## config.mk

```make
export PLATFORM = sky130hd
export DESIGN_NAME = mch_channel_handler
export DESIGN_NICKNAME = d
export VERILOG_FILES = /design/src/mch_channel_handler.v
export VERILOG_INCLUDE_DIRS = /design/src
export SDC_FILE = /design/constraint.sdc
export NUM_CORES = 2
export LEC_CHECK = 0
export BUFFER_PORTS_ARGS = -buffer_cell sky130_fd_sc_hd__buf_4
export CORE_UTILIZATION = 53
export DETAILED_ROUTE_END_ITERATION = 8
export PLACE_DENSITY = 0.7
export SETUP_SLACK_MARGIN = 0.1
export SLEW_MARGIN = 40
export SYNTH_ARGS = -nofsm -noshare
export SYNTH_HDL_FRONTEND = slang
export SYNTH_SLANG_ARGS = --single-unit
```

## constraint.sdc

```tcl
create_clock -name clk -period 2.9 [get_ports clk]
set_input_delay 0.435 -clock clk [delete_from_list [all_inputs] [get_ports clk]]
set_output_delay 0.435 -clock clk [all_outputs]
set_load 0.1 [all_outputs]
```

## src/mch_consts.vh

```
// Constants for the channel message handler: APB map, MIDI codes, timing.
// Definitions only. Included by mch_channel_handler.v.
`ifndef MCH_CONSTS_VH
`define MCH_CONSTS_VH

// APB register byte offsets
`define MCH_REG_CTRL     8'h00
`define MCH_REG_INTSTAT  8'h04
`define MCH_REG_INTCLR   8'h08
`define MCH_REG_INTEN    8'h0C
`define MCH_REG_PATCH    8'h10
`define MCH_REG_MODE     8'h14
`define MCH_REG_CHSEL    8'h18
`define MCH_REG_CHSTATE  8'h1C
`define MCH_REG_CHBEND   8'h20
`define MCH_REG_TXCMD    8'h24
`define MCH_REG_TXSTAT   8'h28
`define MCH_REG_SLIDERCC 8'h2C
`define MCH_REG_SENSE    8'h30

// Control register fields and reset value
`define MCH_CTRL_TXSENSE 0
`define MCH_CTRL_DAMPER  1
`define MCH_CTRL_CH_LO   4
`define MCH_CTRL_CH_HI   7
`define MCH_CTRL_RESET   32'h0000_0001
`define MCH_SLIDER_RESET 7'h07

// Interrupt status bits
`define MCH_INT_PATCH    0
`define MCH_INT_PRESS    1
`define MCH_INT_BEND     2
`define MCH_INT_MODE     3
`define MCH_INT_TIMEOUT  4
`define MCH_INT_W        5

// MIDI status nibbles and bytes
`define MCH_ST_NOTEOFF   4'h8
`define MCH_ST_NOTEON    4'h9
`define MCH_ST_POLYKEY   4'hA
`define MCH_ST_CTRL      4'hB
`define MCH_ST_PROG      4'hC
`define MCH_ST_CHPRESS   4'hD
`define MCH_ST_BEND      4'hE
`define MCH_BYTE_SENSE   8'hFE
`define MCH_BYTE_RTMIN   8'hF8

// Controller numbers
`define MCH_CC_MOD       7'h01
`define MCH_CC_EXPR      7'h0B
`define MCH_CC_HOLD      7'h40
`define MCH_CC_SOUNDOFF  7'h78
`define MCH_CC_RESETALL  7'h79
`define MCH_CC_NOTESOFF  7'h7B
`define MCH_CC_OMNIOFF   7'h7C
`define MCH_CC_OMNION    7'h7D
`define MCH_CC_MONO      7'h7E
`define MCH_CC_POLY      7'h7F
`define MCH_MONO_MAX     7'h10

// Reset values of controllers
`define MCH_EXPR_MAX     7'h7F
`define MCH_BEND_CENTRE  14'h2000
`define MCH_DATA_MAX     7'h7F

// Transmit limits
`define MCH_NOTE_MIN     7'h15
`define MCH_NOTE_MAX     7'h74
`define MCH_VEL_MIN      7'h01

// Transmit command kinds
`define MCH_TX_NOTEOFF   3'h0
`define MCH_TX_NOTEON    3'h1
`define MCH_TX_POLYKEY   3'h2
`define MCH_TX_CHPRESS   3'h3

// Timing
`define MCH_CLK_KHZ      50000
`define MCH_SENSE_TO_MS  420
`define MCH_SENSE_TX_MS  250

`endif

```

## src/mch_channel_handler.v

```verilog
// MIDI channel message handler: receive decoder, mode messages, active
// sensing supervision and transmit sequencer, with an APB register slave.
// Assumes byte-level UART on clk outside; pedal pin is asynchronous.
//
// Summary of operation
// Program change selects patch for channel's part
// Channel pressure is DnH plus one data byte
// Pitch bend: low then high, signed 14-bit
// Controller 120 zero silences channel notes now
// Controller 121 resets controllers to defaults
// Controller 123 releases notes, hold delays release
// Controllers 124/125 act as notes off only
// Controller 126 notes off, then mono on
// Controller 127 notes off, then mono off
// Sensing gap over 420 ms resets all channels
// Sent notes 21..116, velocities clamped to range
// Slider sends control change with chosen number
// Pedal sends controller 64 only when damper
// Active sensing sent about every 250 ms
// No sensing sent while send enable off
// Hold controller: below 64 off, else on
// Top bit set means status byte
//
// Added by the designer: register access over APB and the placing of the registers.
`timescale 1ns/100ps
`include "mch_consts.vh"

module mch_channel_handler #(
   parameter SENSE_TO_CYCLES = `MCH_SENSE_TO_MS * `MCH_CLK_KHZ,
   parameter SENSE_TX_CYCLES = `MCH_SENSE_TX_MS * `MCH_CLK_KHZ
) (
   // Clock and reset
   input wire clk,
   input wire rst_n,
   // APB slave
   input wire psel,
   input wire penable,
   input wire pwrite,
   input wire [7:0] paddr,
   input wire [31:0] pwdata,
   output reg [31:0] prdata,
   output reg pready,
   output reg pslverr,
   output reg irq,
   // Received bytes from UART
   input wire [7:0] rxData,
   input wire rxValid,
   // Transmit bytes to UART
   output reg [7:0] txData,
   output reg txValid,
   input wire txReady,
   // Panel inputs
   input wire pedalPin,
   input wire [6:0] sliderPos,
   input wire sliderStrobe,
   // Sound engine events
   output reg [3:0] evtChannel,
   output reg evtAllChannels,
   output reg evtPatch,
   output reg [6:0] patchNum,
   output reg evtSoundOff,
   output reg evtNotesOff,
   output reg evtHoldActive,
   output reg evtCtrlReset,
   output reg [15:0] monoMode,
   output reg [15:0] holdOn
);

   localparam TX_IDLE = 2'b01;
   localparam TX_SEND = 2'b10;

   function [6:0] clampRange;
      input [6:0] v, lo, hi;
      if (v < lo)
         clampRange = lo;
      else if (v > hi)
         clampRange = hi;
      else
         clampRange = v;
   endfunction

   function hitReg;
      input [7:0] a, off;
      hitReg = (a == off);
   endfunction

   // Registers
   reg [31:0] ctrl;
   reg [`MCH_INT_W-1:0] intStat;
   reg [`MCH_INT_W-1:0] intEn;
   reg [3:0] chSel;
   reg [6:0] sliderCc;
   reg [22:0] txCmd;
   reg txCmdPend;

   // Receive parser state
   reg [3:0] runStatus;
   reg [3:0] runChan;
   reg statusOk;
   reg haveFirst;
   reg [6:0] firstData;
   reg [6:0] chanPress [0:15];
   reg [6:0] modDepth [0:15];
   reg [6:0] exprLevel [0:15];
   reg [13:0] bendRaw [0:15];
   reg [`MCH_INT_W-1:0] intSet;
   integer i;

   // Active sensing supervision
   reg senseArmed;
   reg [31:0] gapCount;

   // Transmit
   reg [1:0] txState;
   reg [7:0] txBuf0, txBuf1, txBuf2;
   reg [1:0] txLen;
   reg [1:0] txIdx;
   reg [31:0] senseTxCount;
   reg sensePend, pedalPend, sliderPend;
   reg [6:0] sliderVal;
   reg pedalMeta, pedalSync, pedalLast;

   wire apbSetup = psel & ~penable;
   wire apbWrite = psel & penable & pready & pwrite;
   wire [3:0] txChan = ctrl[`MCH_CTRL_CH_HI:`MCH_CTRL_CH_LO];
   wire isStatus = rxData[7];
   wire [6:0] rxVal = rxData[6:0];

   // APB: one wait-free access; data and error are registered in setup
   always @(posedge clk or negedge rst_n) begin
      if (!rst_n) begin
         prdata <= 32'h0;
         pready <= 1'b0;
         pslverr <= 1'b0;
      end else begin
         pready <= apbSetup;
         pslverr <= 1'b0;
         prdata <= 32'h0;
         if (apbSetup) begin
            case (paddr)
               `MCH_REG_CTRL: prdata <= ctrl;
               `MCH_REG_INTSTAT: prdata <= {{(32-`MCH_INT_W){1'b0}}, intStat};
               `MCH_REG_INTCLR: ;
               `MCH_REG_INTEN: prdata <= {{(32-`MCH_INT_W){1'b0}}, intEn};
               `MCH_REG_PATCH: prdata <= {20'h0, evtChannel, 1'b0, patchNum};
               `MCH_REG_MODE: prdata <= {holdOn, monoMode};
               `MCH_REG_CHSEL: prdata <= {28'h0, chSel};
               `MCH_REG_CHSTATE: prdata <= {11'h0, exprLevel[chSel], modDepth[chSel], chanPress[chSel]};
               `MCH_REG_CHBEND: prdata <= {18'h0, bendRaw[chSel]};
               `MCH_REG_TXCMD: prdata <= {9'h0, txCmd};
               `MCH_REG_TXSTAT: prdata <= {30'h0, txState == TX_SEND, txCmdPend};
               `MCH_REG_SLIDERCC: prdata <= {25'h0, sliderCc};
               `MCH_REG_SENSE: prdata <= {31'h0, senseArmed};
               default: pslverr <= 1'b1;
            endcase
         end
      end
   end

   // Software registers and interrupt logic; hardware set beats clear
   always @(posedge clk or negedge rst_n) begin
      if (!rst_n) begin
         ctrl <= `MCH_CTRL_RESET;
         intStat <= {`MCH_INT_W{1'b0}};
         intEn <= {`MCH_INT_W{1'b0}};
         chSel <= 4'h0;
         sliderCc <= `MCH_SLIDER_RESET;
         irq <= 1'b0;
      end else begin
         if (apbWrite && hitReg(paddr, `MCH_REG_CTRL))
            ctrl <= pwdata;
         if (apbWrite && hitReg(paddr, `MCH_REG_INTEN))
            intEn <= pwdata[`MCH_INT_W-1:0];
         if (apbWrite && hitReg(paddr, `MCH_REG_CHSEL))
            chSel <= pwdata[3:0];
         if (apbWrite && hitReg(paddr, `MCH_REG_SLIDERCC))
            sliderCc <= pwdata[6:0];
         if (apbWrite && hitReg(paddr, `MCH_REG_INTCLR))
            intStat <= (intStat & ~pwdata[`MCH_INT_W-1:0]) | intSet;
         else
            intStat <= intStat | intSet;
         irq <= |(intStat & intEn);
      end
   end

   // Receive decoder and channel state
   always @(posedge clk or negedge rst_n) begin
      if (!rst_n) begin
         runStatus <= 4'h0;
         runChan <= 4'h0;
         statusOk <= 1'b0;
         haveFirst <= 1'b0;
         firstData <= 7'h00;
         evtChannel <= 4'h0;
         evtAllChannels <= 1'b0;
         evtPatch <= 1'b0;
         patchNum <= 7'h00;
         evtSoundOff <= 1'b0;
         evtNotesOff <= 1'b0;
         evtHoldActive <= 1'b0;
         evtCtrlReset <= 1'b0;
         monoMode <= 16'h0000;
         holdOn <= 16'h0000;
         intSet <= {`MCH_INT_W{1'b0}};
         senseArmed <= 1'b0;
         gapCount <= 32'h0;
         for (i = 0; i < 16; i = i + 1) begin
            chanPress[i] <= 7'h00;
            modDepth[i] <= 7'h00;
            exprLevel[i] <= `MCH_EXPR_MAX;
            bendRaw[i] <= `MCH_BEND_CENTRE;
         end
      end else begin
         evtPatch <= 1'b0;
         evtSoundOff <= 1'b0;
         evtNotesOff <= 1'b0;
         evtCtrlReset <= 1'b0;
         evtAllChannels <= 1'b0;
         intSet <= {`MCH_INT_W{1'b0}};
         // Gap timer restarts on every received byte once armed
         if (rxValid)
            gapCount <= 32'h0000_0000;
         else if (senseArmed)
            gapCount <= gapCount + 32'h1;
         if (senseArmed && !rxValid && gapCount >= SENSE_TO_CYCLES) begin
            senseArmed <= 1'b0;
            evtAllChannels <= 1'b1;
            evtSoundOff <= 1'b1;
            evtNotesOff <= 1'b1;
            evtCtrlReset <= 1'b1;
            evtHoldActive <= 1'b0;
            holdOn <= 16'h0000;
            intSet[`MCH_INT_TIMEOUT] <= 1'b1;
            for (i = 0; i < 16; i = i + 1) begin
               chanPress[i] <= 7'h00;
               modDepth[i] <= 7'h00;
               exprLevel[i] <= `MCH_EXPR_MAX;
               bendRaw[i] <= `MCH_BEND_CENTRE;
            end
         end
         if (rxValid) begin
            if (rxData >= `MCH_BYTE_RTMIN) begin
               // Realtime bytes leave running status intact
               if (rxData == `MCH_BYTE_SENSE)
                  senseArmed <= 1'b1;
            end else if (isStatus) begin
               runStatus <= rxData[7:4];
               runChan <= rxData[3:0];
               statusOk <= (rxData[7:4] != 4'hF);
               haveFirst <= 1'b0;
            end else if (statusOk) begin
               if (!haveFirst && runStatus != `MCH_ST_PROG && runStatus != `MCH_ST_CHPRESS) begin
                  firstData <= rxVal;
                  haveFirst <= 1'b1;
               end else begin
                  haveFirst <= 1'b0;
                  evtChannel <= runChan;
                  case (runStatus)
                     `MCH_ST_PROG: begin
                        patchNum <= rxVal;
                        evtPatch <= 1'b1;
                        intSet[`MCH_INT_PATCH] <= 1'b1;
                     end
                     `MCH_ST_CHPRESS: begin
                        chanPress[runChan] <= rxVal;
                        intSet[`MCH_INT_PRESS] <= 1'b1;
                     end
                     `MCH_ST_BEND: begin
                        bendRaw[runChan] <= {rxVal, firstData};
                        intSet[`MCH_INT_BEND] <= 1'b1;
                     end
                     `MCH_ST_CTRL: begin
                        case (firstData)
                           `MCH_CC_MOD: modDepth[runChan] <= rxVal;
                           `MCH_CC_EXPR: exprLevel[runChan] <= rxVal;
                           `MCH_CC_HOLD: holdOn[runChan] <= rxVal[6];
                           `MCH_CC_SOUNDOFF: begin
                              if (rxVal == 7'h00) begin
                                 evtSoundOff <= 1'b1;
                                 intSet[`MCH_INT_MODE] <= 1'b1;
                              end
                           end
                           `MCH_CC_RESETALL: begin
                              if (rxVal == 7'h00) begin
                                 evtCtrlReset <= 1'b1;
                                 chanPress[runChan] <= 7'h00;
                                 modDepth[runChan] <= 7'h00;
                                 exprLevel[runChan] <= `MCH_EXPR_MAX;
                                 bendRaw[runChan] <= `MCH_BEND_CENTRE;
                                 holdOn[runChan] <= 1'b0;
                                 intSet[`MCH_INT_MODE] <= 1'b1;
                              end
                           end
                           `MCH_CC_NOTESOFF, `MCH_CC_OMNIOFF, `MCH_CC_OMNION: begin
                              // Omni on is accepted but never enables omni reception
                              if (rxVal == 7'h00) begin
                                 evtNotesOff <= 1'b1;
                                 evtHoldActive <= holdOn[runChan];
                                 intSet[`MCH_INT_MODE] <= 1'b1;
                              end
                           end
                           `MCH_CC_MONO: begin
                              if (rxVal <= `MCH_MONO_MAX) begin
                                 evtNotesOff <= 1'b1;
                                 evtHoldActive <= holdOn[runChan];
                                 monoMode[runChan] <= 1'b1;
                                 intSet[`MCH_INT_MODE] <= 1'b1;
                              end
                           end
                           `MCH_CC_POLY: begin
                              if (rxVal == 7'h00) begin
                                 evtNotesOff <= 1'b1;
                                 evtHoldActive <= holdOn[runChan];
                                 monoMode[runChan] <= 1'b0;
                                 intSet[`MCH_INT_MODE] <= 1'b1;
                              end
                           end
                           default: ;
                        endcase
                     end
                     default: ;
                  endcase
               end
            end
         end
      end
   end

   // Pedal pin synchroniser and previous-level register
   always @(posedge clk or negedge rst_n) begin
      if (!rst_n) begin
         pedalMeta <= 1'b0;
         pedalSync <= 1'b0;
         pedalLast <= 1'b0;
      end else begin
         pedalMeta <= pedalPin;
         pedalSync <= pedalMeta;
         pedalLast <= pedalSync;
      end
   end

   // Transmit sequencer; software command first, sensing last
   always @(posedge clk or negedge rst_n) begin
      if (!rst_n) begin
         txState <= TX_IDLE;
         txData <= 8'h00;
         txValid <= 1'b0;
         txBuf0 <= 8'h00;
         txBuf1 <= 8'h00;
         txBuf2 <= 8'h00;
         txLen <= 2'd0;
         txIdx <= 2'd0;
         txCmd <= 23'h000000;
         txCmdPend <= 1'b0;
         senseTxCount <= 32'h0;
         sensePend <= 1'b0;
         pedalPend <= 1'b0;
         sliderPend <= 1'b0;
         sliderVal <= 7'h00;
      end else begin
         if (apbWrite && hitReg(paddr, `MCH_REG_TXCMD) && !txCmdPend) begin
            txCmd <= pwdata[22:0];
            txCmdPend <= 1'b1;
         end
         if (sliderStrobe) begin
            sliderPend <= 1'b1;
            sliderVal <= sliderPos;
         end
         if (pedalSync != pedalLast && ctrl[`MCH_CTRL_DAMPER])
            pedalPend <= 1'b1;
         if (!ctrl[`MCH_CTRL_TXSENSE]) begin
            senseTxCount <= 32'h0000_0000;
            sensePend <= 1'b0;
         end else if (senseTxCount >= SENSE_TX_CYCLES - 1) begin
            senseTxCount <= 32'h0000_0000;
            sensePend <= 1'b1;
         end else begin
            senseTxCount <= senseTxCount + 32'h1;
         end
         case (txState)
            TX_IDLE: begin
               txIdx <= 2'd0;
               if (txCmdPend) begin
                  txCmdPend <= 1'b0;
                  txState <= TX_SEND;
                  txBuf1 <= {1'b0, clampRange(txCmd[14:8], `MCH_NOTE_MIN, `MCH_NOTE_MAX)};
                  txBuf2 <= {1'b0, txCmd[22:16]};
                  txLen <= 2'd3;
                  case (txCmd[6:4])
                     `MCH_TX_NOTEOFF: txBuf0 <= {`MCH_ST_NOTEOFF, txCmd[3:0]};
                     `MCH_TX_NOTEON: begin
                        txBuf0 <= {`MCH_ST_NOTEON, txCmd[3:0]};
                        txBuf2 <= {1'b0, clampRange(txCmd[22:16], `MCH_VEL_MIN, `MCH_DATA_MAX)};
                     end
                     `MCH_TX_POLYKEY: txBuf0 <= {`MCH_ST_POLYKEY, txCmd[3:0]};
                     default: begin
                        txBuf0 <= {`MCH_ST_CHPRESS, txCmd[3:0]};
                        txBuf1 <= {1'b0, txCmd[14:8]};
                        txLen <= 2'd2;
                     end
                  endcase
               end else if (pedalPend) begin
                  pedalPend <= 1'b0;
                  txState <= TX_SEND;
                  txBuf0 <= {`MCH_ST_CTRL, txChan};
                  txBuf1 <= {1'b0, `MCH_CC_HOLD};
                  txBuf2 <= pedalSync ? {1'b0, `MCH_DATA_MAX} : 8'h00;
                  txLen <= 2'd3;
               end else if (sliderPend) begin
                  sliderPend <= 1'b0;
                  txState <= TX_SEND;
                  txBuf0 <= {`MCH_ST_CTRL, txChan};
                  txBuf1 <= {1'b0, sliderCc};
                  txBuf2 <= {1'b0, sliderVal};
                  txLen <= 2'd3;
               end else if (sensePend && ctrl[`MCH_CTRL_TXSENSE]) begin
                  sensePend <= 1'b0;
                  txState <= TX_SEND;
                  txBuf0 <= `MCH_BYTE_SENSE;
                  txLen <= 2'd1;
               end
            end
            TX_SEND: begin
               if (!txValid) begin
                  txValid <= 1'b1;
                  txData <= (txIdx == 2'd0) ? txBuf0 : (txIdx == 2'd1) ? txBuf1 : txBuf2;
               end else if (txReady) begin
                  txValid <= 1'b0;
                  txIdx <= txIdx + 2'd1;
                  if (txIdx + 2'd1 == txLen)
                     txState <= TX_IDLE;
               end
            end
            default: txState <= TX_IDLE;
         endcase
      end
   end

endmodule

```

==> Word-level counts from Yosys, hierarchy flattened <==
Cells that the tools add are included.
{ "op_classes": {"div_mod_pow": 0, "shift": 0, "bitwise": 27, "n_mux": 197, "n_reduce_logical": 44, "order_cmp": 13, "addsub": 3, "n_mul": 0, "n_eq_ne": 43} }
{ "ops": {"columns": ["operator", "n"], "rows": [
  ["$mux 112", 24],
  ["$mux 224", 8],
  ["$pmux 112 s2", 3],
  ["$pmux 224 s2", 1],
  ["$pmux 32 s12", 1],
  ["$bwmux 112", 3],
  ["$and 112x112->112", 2],
  ["$bwmux 224", 1],
  ["$and 208x208->208", 1],
  ["$not 208->208", 1],
  ["$mux 16", 10],
  ["$mux 32", 5],
  ["$not 112->112", 1],
  ["$or 112x112->112", 1],
  ["$mux 7", 14],
  ["$mux 8", 12],
  ["$bmux 7 s4", 3],
  ["$mux 1", 76],
  ["$add 32x1->32 const B", 2],
  ["$pmux 16 s2", 2],
  ["$bmux 14 s4", 1],
  ["$demux 14 s4", 1],
  ["$eq 7x7->1 const B", 8],
  ["$mux 14", 3],
  ["69 further kinds", 143]
]} }
{ "word_totals": {"romBits": 0, "input_bits": 64, "elab_cells": 436, "mem_count": 0, "regBits": 860, "latchBits": 0, "mem_bits_rw": 0} }

==> Longest topological paths before layout <==
{ "logic_depth": {"word_depth": 15, "mapped_depth": 10} }

==> Worst setup path before layout <==
Ideal clock, no wire load.
{ "synth_timing": {"path_kind": "register -> register", "from": "register pready", "to": "register txCmd[10]", "path_buffers": 1, "arrival_ns": 2.516, "stages_incl_launch_ff": 5, "setup_slack_ns": 0.259, "setup_time_ns": 0.125, "period_less_slack_ns": 2.641, "path_cell_list": "dfrtp_1 nand4_1 nor4_2 buf_2 mux2_2"} }
{ "synth_between": {"elab_chain_cells": 4} }
{ "synth_rtl": {"columns": ["element", "line_no", "text"], "rows": [
  ["from (decl)", "mch_channel_handler.v:42", "output reg pready,"],
  ["from (signal assigned)", "mch_channel_handler.v:136", "pready <= apbSetup;"],
  ["$and 1x1->1 (2 in a row)", "mch_channel_handler.v:124", "wire apbWrite = psel & penable & pready & pwrite;"],
  ["$logic_and 1x1->1 (2 in a row)", "mch_channel_handler.v:361", "if (apbWrite && hitReg(paddr, `MCH_REG_TXCMD) && !txCmdPend) begin"],
  ["to (signal assigned)", "mch_channel_handler.v:362", "txCmd <= pwdata[22:0];"],
  ["to (decl)", "mch_channel_handler.v:93", "reg [22:0] txCmd;"]
]} }
No other way between the ends.
A chain may end at the register's enable or synchronous reset.

==> Worst setup path after layout <==
{ "layout_timing": {"from": "register runChan[2]", "to": "register chanPress[11] (netlist bit)"} }
{ "layout_between": {"elab_chain_cells": 15, "word_cells_on_any_way": 17} }
{ "layout_rtl": {"columns": ["element", "line_no", "text"], "rows": [
  ["from (decl)", "mch_channel_handler.v:98", "reg [3:0] runChan;"],
  ["from (signal assigned)", "mch_channel_handler.v:248", "runChan <= rxData[3:0];"],
  ["$not 4->5 (*)", "mch_channel_handler.v:265, mch_channel_handler.v:286", null],
  ["$ge 5x5->1 / $lt 5x1->1 (equally long branches)", "mch_channel_handler.v:265, mch_channel_handler.v:286", null],
  ["$logic_and 1x1->1", "mch_channel_handler.v:265, mch_channel_handler.v:286", null],
  ["$mux 7", "mch_channel_handler.v:265, mch_channel_handler.v:286", null],
  ["$demux 7 s4 (*)", "mch_channel_handler.v:265, mch_channel_handler.v:286", null],
  ["$not 112->112 (no source line)", null, null],
  ["$and 112x112->112 (no source line)", null, null],
  ["$mux 112", "mch_channel_handler.v:284", "if (rxVal == 7'h00) begin"],
  ["$mux 112", "mch_channel_handler.v:273", "case (firstData)"],
  ["$pmux 112 s2 (*)", "mch_channel_handler.v:258", "case (runStatus)"],
  ["$mux 112 (*)", "mch_channel_handler.v:252", "if (!haveFirst && runStatus != `MCH_ST_PROG && runStatus != `MCH_ST_CHPRESS) begin"],
  ["$mux 112 (*)", "mch_channel_handler.v:251", "end else if (statusOk) begin"],
  ["$mux 112 (*)", "mch_channel_handler.v:246", "end else if (isStatus) begin"],
  ["$mux 112 (*)", "mch_channel_handler.v:242", "if (rxData >= `MCH_BYTE_RTMIN) begin"],
  ["$mux 112 (*)", "mch_channel_handler.v:241", "if (rxValid) begin"],
  ["to (signal, indexed assignment)", "mch_channel_handler.v:265", "chanPress[runChan] <= rxVal;"],
  ["to (decl)", "mch_channel_handler.v:102", "reg [6:0] chanPress [0:15];"]
]} }
Every way passes the cells marked *; elsewhere a longest branch is shown, timed or not.

==> flow_summary.toml <==
[outcome]
status = "finished, violations left"
violations = "negative setup slack"

[sta]
fmax_mhz = 345
finalHoldViolations = 0
setup_ws_ns = -0.000916
fin_crit_sh_pct = 100
setup_viol = 1
rsz0062_at_grt = "true"
slew_viol_final = 0
relSlewSlack_pct = 36.0
skew_ns = 0.0260
worst_pin_slew_ns = 0.953
layout_min_cycle_time_ns = 2.90

[setup_path]
critical_path_required_ns = 3.49
r2r-start = "runChan[2]$_DFFE_PN0P_"
cp_max_fo = 13
reg2regPathDepth = 5
crit_path_max_incr_delay_ns = 0.77
r2r_end = "chanPress[11]$_DFF_PN0_"
worstPathCellList = "buf_4, nand3_1, nor2_1, a22oi_1, a31oi_1"
crit_path_end_kind = "register"
start_kind = "register"
slowest_stage = "nor2_1"
reg2reg_setup_slack_ns = -0.0009
path_class = "register to register"
cp_data_arrival_time_ns = 3.50

[clock_network]
clock_latency_ns = 0.69
clk_pin_slew_worst_paths_ns = 0.06
htree_levels = 3
cts.sinks = 856
cts-root-buf = "clkbuf_16"
clk_path_buf_depth = 3
cts_buffers = 93
cts_tree = "done"

[floorplan]
rows = 106
initial_utilization_pct = 53.4
core_area_um2 = 83600
die_h_um = 292
die_x_um = 292
die_area_um2 = 85400
io-pin-count = 157

[global_routing]
grt_pass1_wl_mm = 299
grt_pass1_vias = 41547
grt_antenna_before_repair = 15
overflow = 0
track_usage_pct = 48.6
grt_max_degree = 91

[detailed_routing]
drc = 0
routed_via_density = 7.36
wl_mm = 208
drt-pass1-iter-count = 6
vias = 43386
wl_per_cell_um = 35.3
detail-route-antenna-nets = 0
first_iter_violations = 6615

[synthesis]
synth_top_area_share_pct = 40.5
synth_cell_types = 98
ys_seq_area_share_pct = 48.3
ys.flop_type = "dfrtp_1"
yosys_register_bits = 856
synth_area_per_cell_um2 = 10.2
synthTopCellsByArea = "dfrtp_1 (41%), dfstp_2 (7.8%), mux4_2 (7.4%), o21ai_0 (5.5%), nor2_1 (3.5%)"
yosys.area.top_type = "dfrtp_1"
syn-cell-area_um2 = 44600
async_flop_share_pct = 100
synth-edff-count = 0
yosysWarnings = 0
synthCells = 4373

[place]
hpwlAfterDp_mm = 147
place_area_um2 = 50000
io_buffers = 156
gp_congestion = 1.07

[worst_hold_path]
min_from = "sliderPos[3]"
hold_path_depth = 2
hp-class = "primary input to register"
min_to = "sliderVal[3]$_DFFE_PN0P_"

[finish]
area_delta_synth_final_pct = 20.2
nFillCells = 6703
final_util_pct = 64.3
final_area_um2 = 53700
num-nets-final = 4800
layout-drive-gt1-share_pct = 27.4

[power]
irDropWorstVdd_mv = 0.592
power_density_nw_per_um2 = 586
p_total_uw = 31500
cellLeakagePower_uw = 0.0222

[flow_run]
maxCapViolations = 0
-- logic make-up (layout without fill, tap and decap cells) --
| family | count (synthesis) | after routing | share of synthesized area, % |
|---|---|---|---|
| adders and majority gates | 5 | 5 | 0.140 |
| xor gates and xnor gates | 52 | 52 | 1.02 |
| DFF | 856 | 856 | 48.3 |
| AOI/OAI and AO/OA | 1562 | 1562 | 23.2 |
| and+or+nand+nor | 1141 | 1141 | 11.9 |
| buffers and inverters | 447 | 874 | 4.08 |
| muxes | 309 | 309 | 11.3 |
| other | 1 | 16 | 0.00840 |
-- state kept, by name (all words and copies together) (netlist names), 4 cells and up, named ones only --
name,count
txCmd,23
senseTxCount,32
runChan,4
exprLevel,112
sliderCc,7
chSel,4
prdata,32
txBuf1,7
chanPress,112
evtChannel,4
modDepth,112
txData,8
runStatus,4
bendRaw,224
intStat,5
firstData,7
txBuf2,7
intEn,5
holdOn,16
sliderVal,7
ctrl,32
gapCount,32
patchNum,7
txBuf0,8
-- what timing repair did --
item                                    4_1_cts  5_1_grt
gates cloned                                  0        0
buffers inserted                              6        0
hold buffers                                 33        0
resized for setup                             0        4
endpoints found under the hold margin        71        0
endpoints found under the setup margin        1       29
pin swaps                                     0        0
-- where the power goes --
part	total, uW	internal [uW]	switching (uW)
Sequential	13100	12500	545
Clock	12700	7460	5260
Combinational	5660	1550	4110
Total	31500	21500	9910
-- per-stage QoR --
stage | instances | setup slack [ns] | hold slack (ns) | setup TNS (ns)
after detailed placement | 5677 | -0.00106 | 0.361 | -0.00106
after global placement | 5677 | -0.0166 | 0.369 | -0.0773
after CTS | 5887 | 0.190 | 0.00155 | 0
after floorplan | 4380 | 0.259 | 0.139 | 0
final | 5895 | -0.000916 | 0.00275 | -0.000916
after global routing | 5889 | 0.0999 | 0.00227 | 0
-- worst max-delay path: cells and delay by family, from the launching register on --
kind,cells,cell delay (ns)
buf+inv,1,0.35
flops,1,0.67
simple gates,2,1.43
compound gates,2,0.34
-- final cells by class --
| type | count | area [um^2] | area share, % |
|---|---|---|---|
| multi-input combinational | 3077 | 21400 | 39.9 |
| clock inverter | 45 | 556 | 1.03 |
| clock buffer | 126 | 2680 | 4.98 |
| tap | 1080 | 1350 | 2.52 |
| sequential | 856 | 21600 | 40.2 |
| timing repair buffer | 672 | 5970 | 11.1 |
| inverter | 31 | 119 | 0.221 |
| antenna | 8 | 20.0 | 0.0373 |
-- worst max-delay path by stage --
stage	startpoint	endpoint	cells after the start
floorplan	pready$_DFF_PN0_	txCmd[10]$_DFFE_PN0P_	4
global placement	rxData[0]	modDepth[37]$_DFF_PN0_	8
detailed placement	rxData[0]	modDepth[35]$_DFF_PN0_	8
CTS	runChan[2]$_DFFE_PN0P_	bendRaw[131]$_DFF_PN0_	6
global route	runChan[1]$_DFFE_PN0P_	chanPress[11]$_DFF_PN0_	6
finish	runChan[2]$_DFFE_PN0P_	chanPress[11]$_DFF_PN0_	5
-- synth_stat cells, drive strengths merged (114+ instances only) --
cell / count
dfrtp: 723
o21ai: 514
nor2: 432
nand2: 319
clkbuf: 292
a21oi: 284
mux4: 146
dfstp: 133
buf: 124
a32o: 114
mux2: 114
nor3: 114
-- routing by layer --
| metal | part of all wire, % | global-route usage [%] | vias to the layer above |
|---|---|---|---|
| li1 | - | - | 17239 |
| met1 | 35 | 62.6 | 21353 |
| met2 | 41 | 67.8 | 3822 |
| met3 | 15 | 18.1 | 954 |
| met4 | 8.6 | 33.3 | 18 |
| met5 | 0.055 | 0 | - |
-- placed cells by master (no fill, tap or decap), drive strengths merged, types with 49 or more instances in the layout --
master  count
a32o      114
a22oi      74
o21ai     514
buf       639
nand2     319
dfrtp     723
a21oi     284
mux4      146
dfstp     133
clkbuf    126
nor3      114
a32oi      68
mux2i      49
mux2      114
a22o       70
a31oi      65
o211ai     99
nand3      73
o22ai      56
nor2      432
Note: power is estimated with default switching activity, not from simulation.
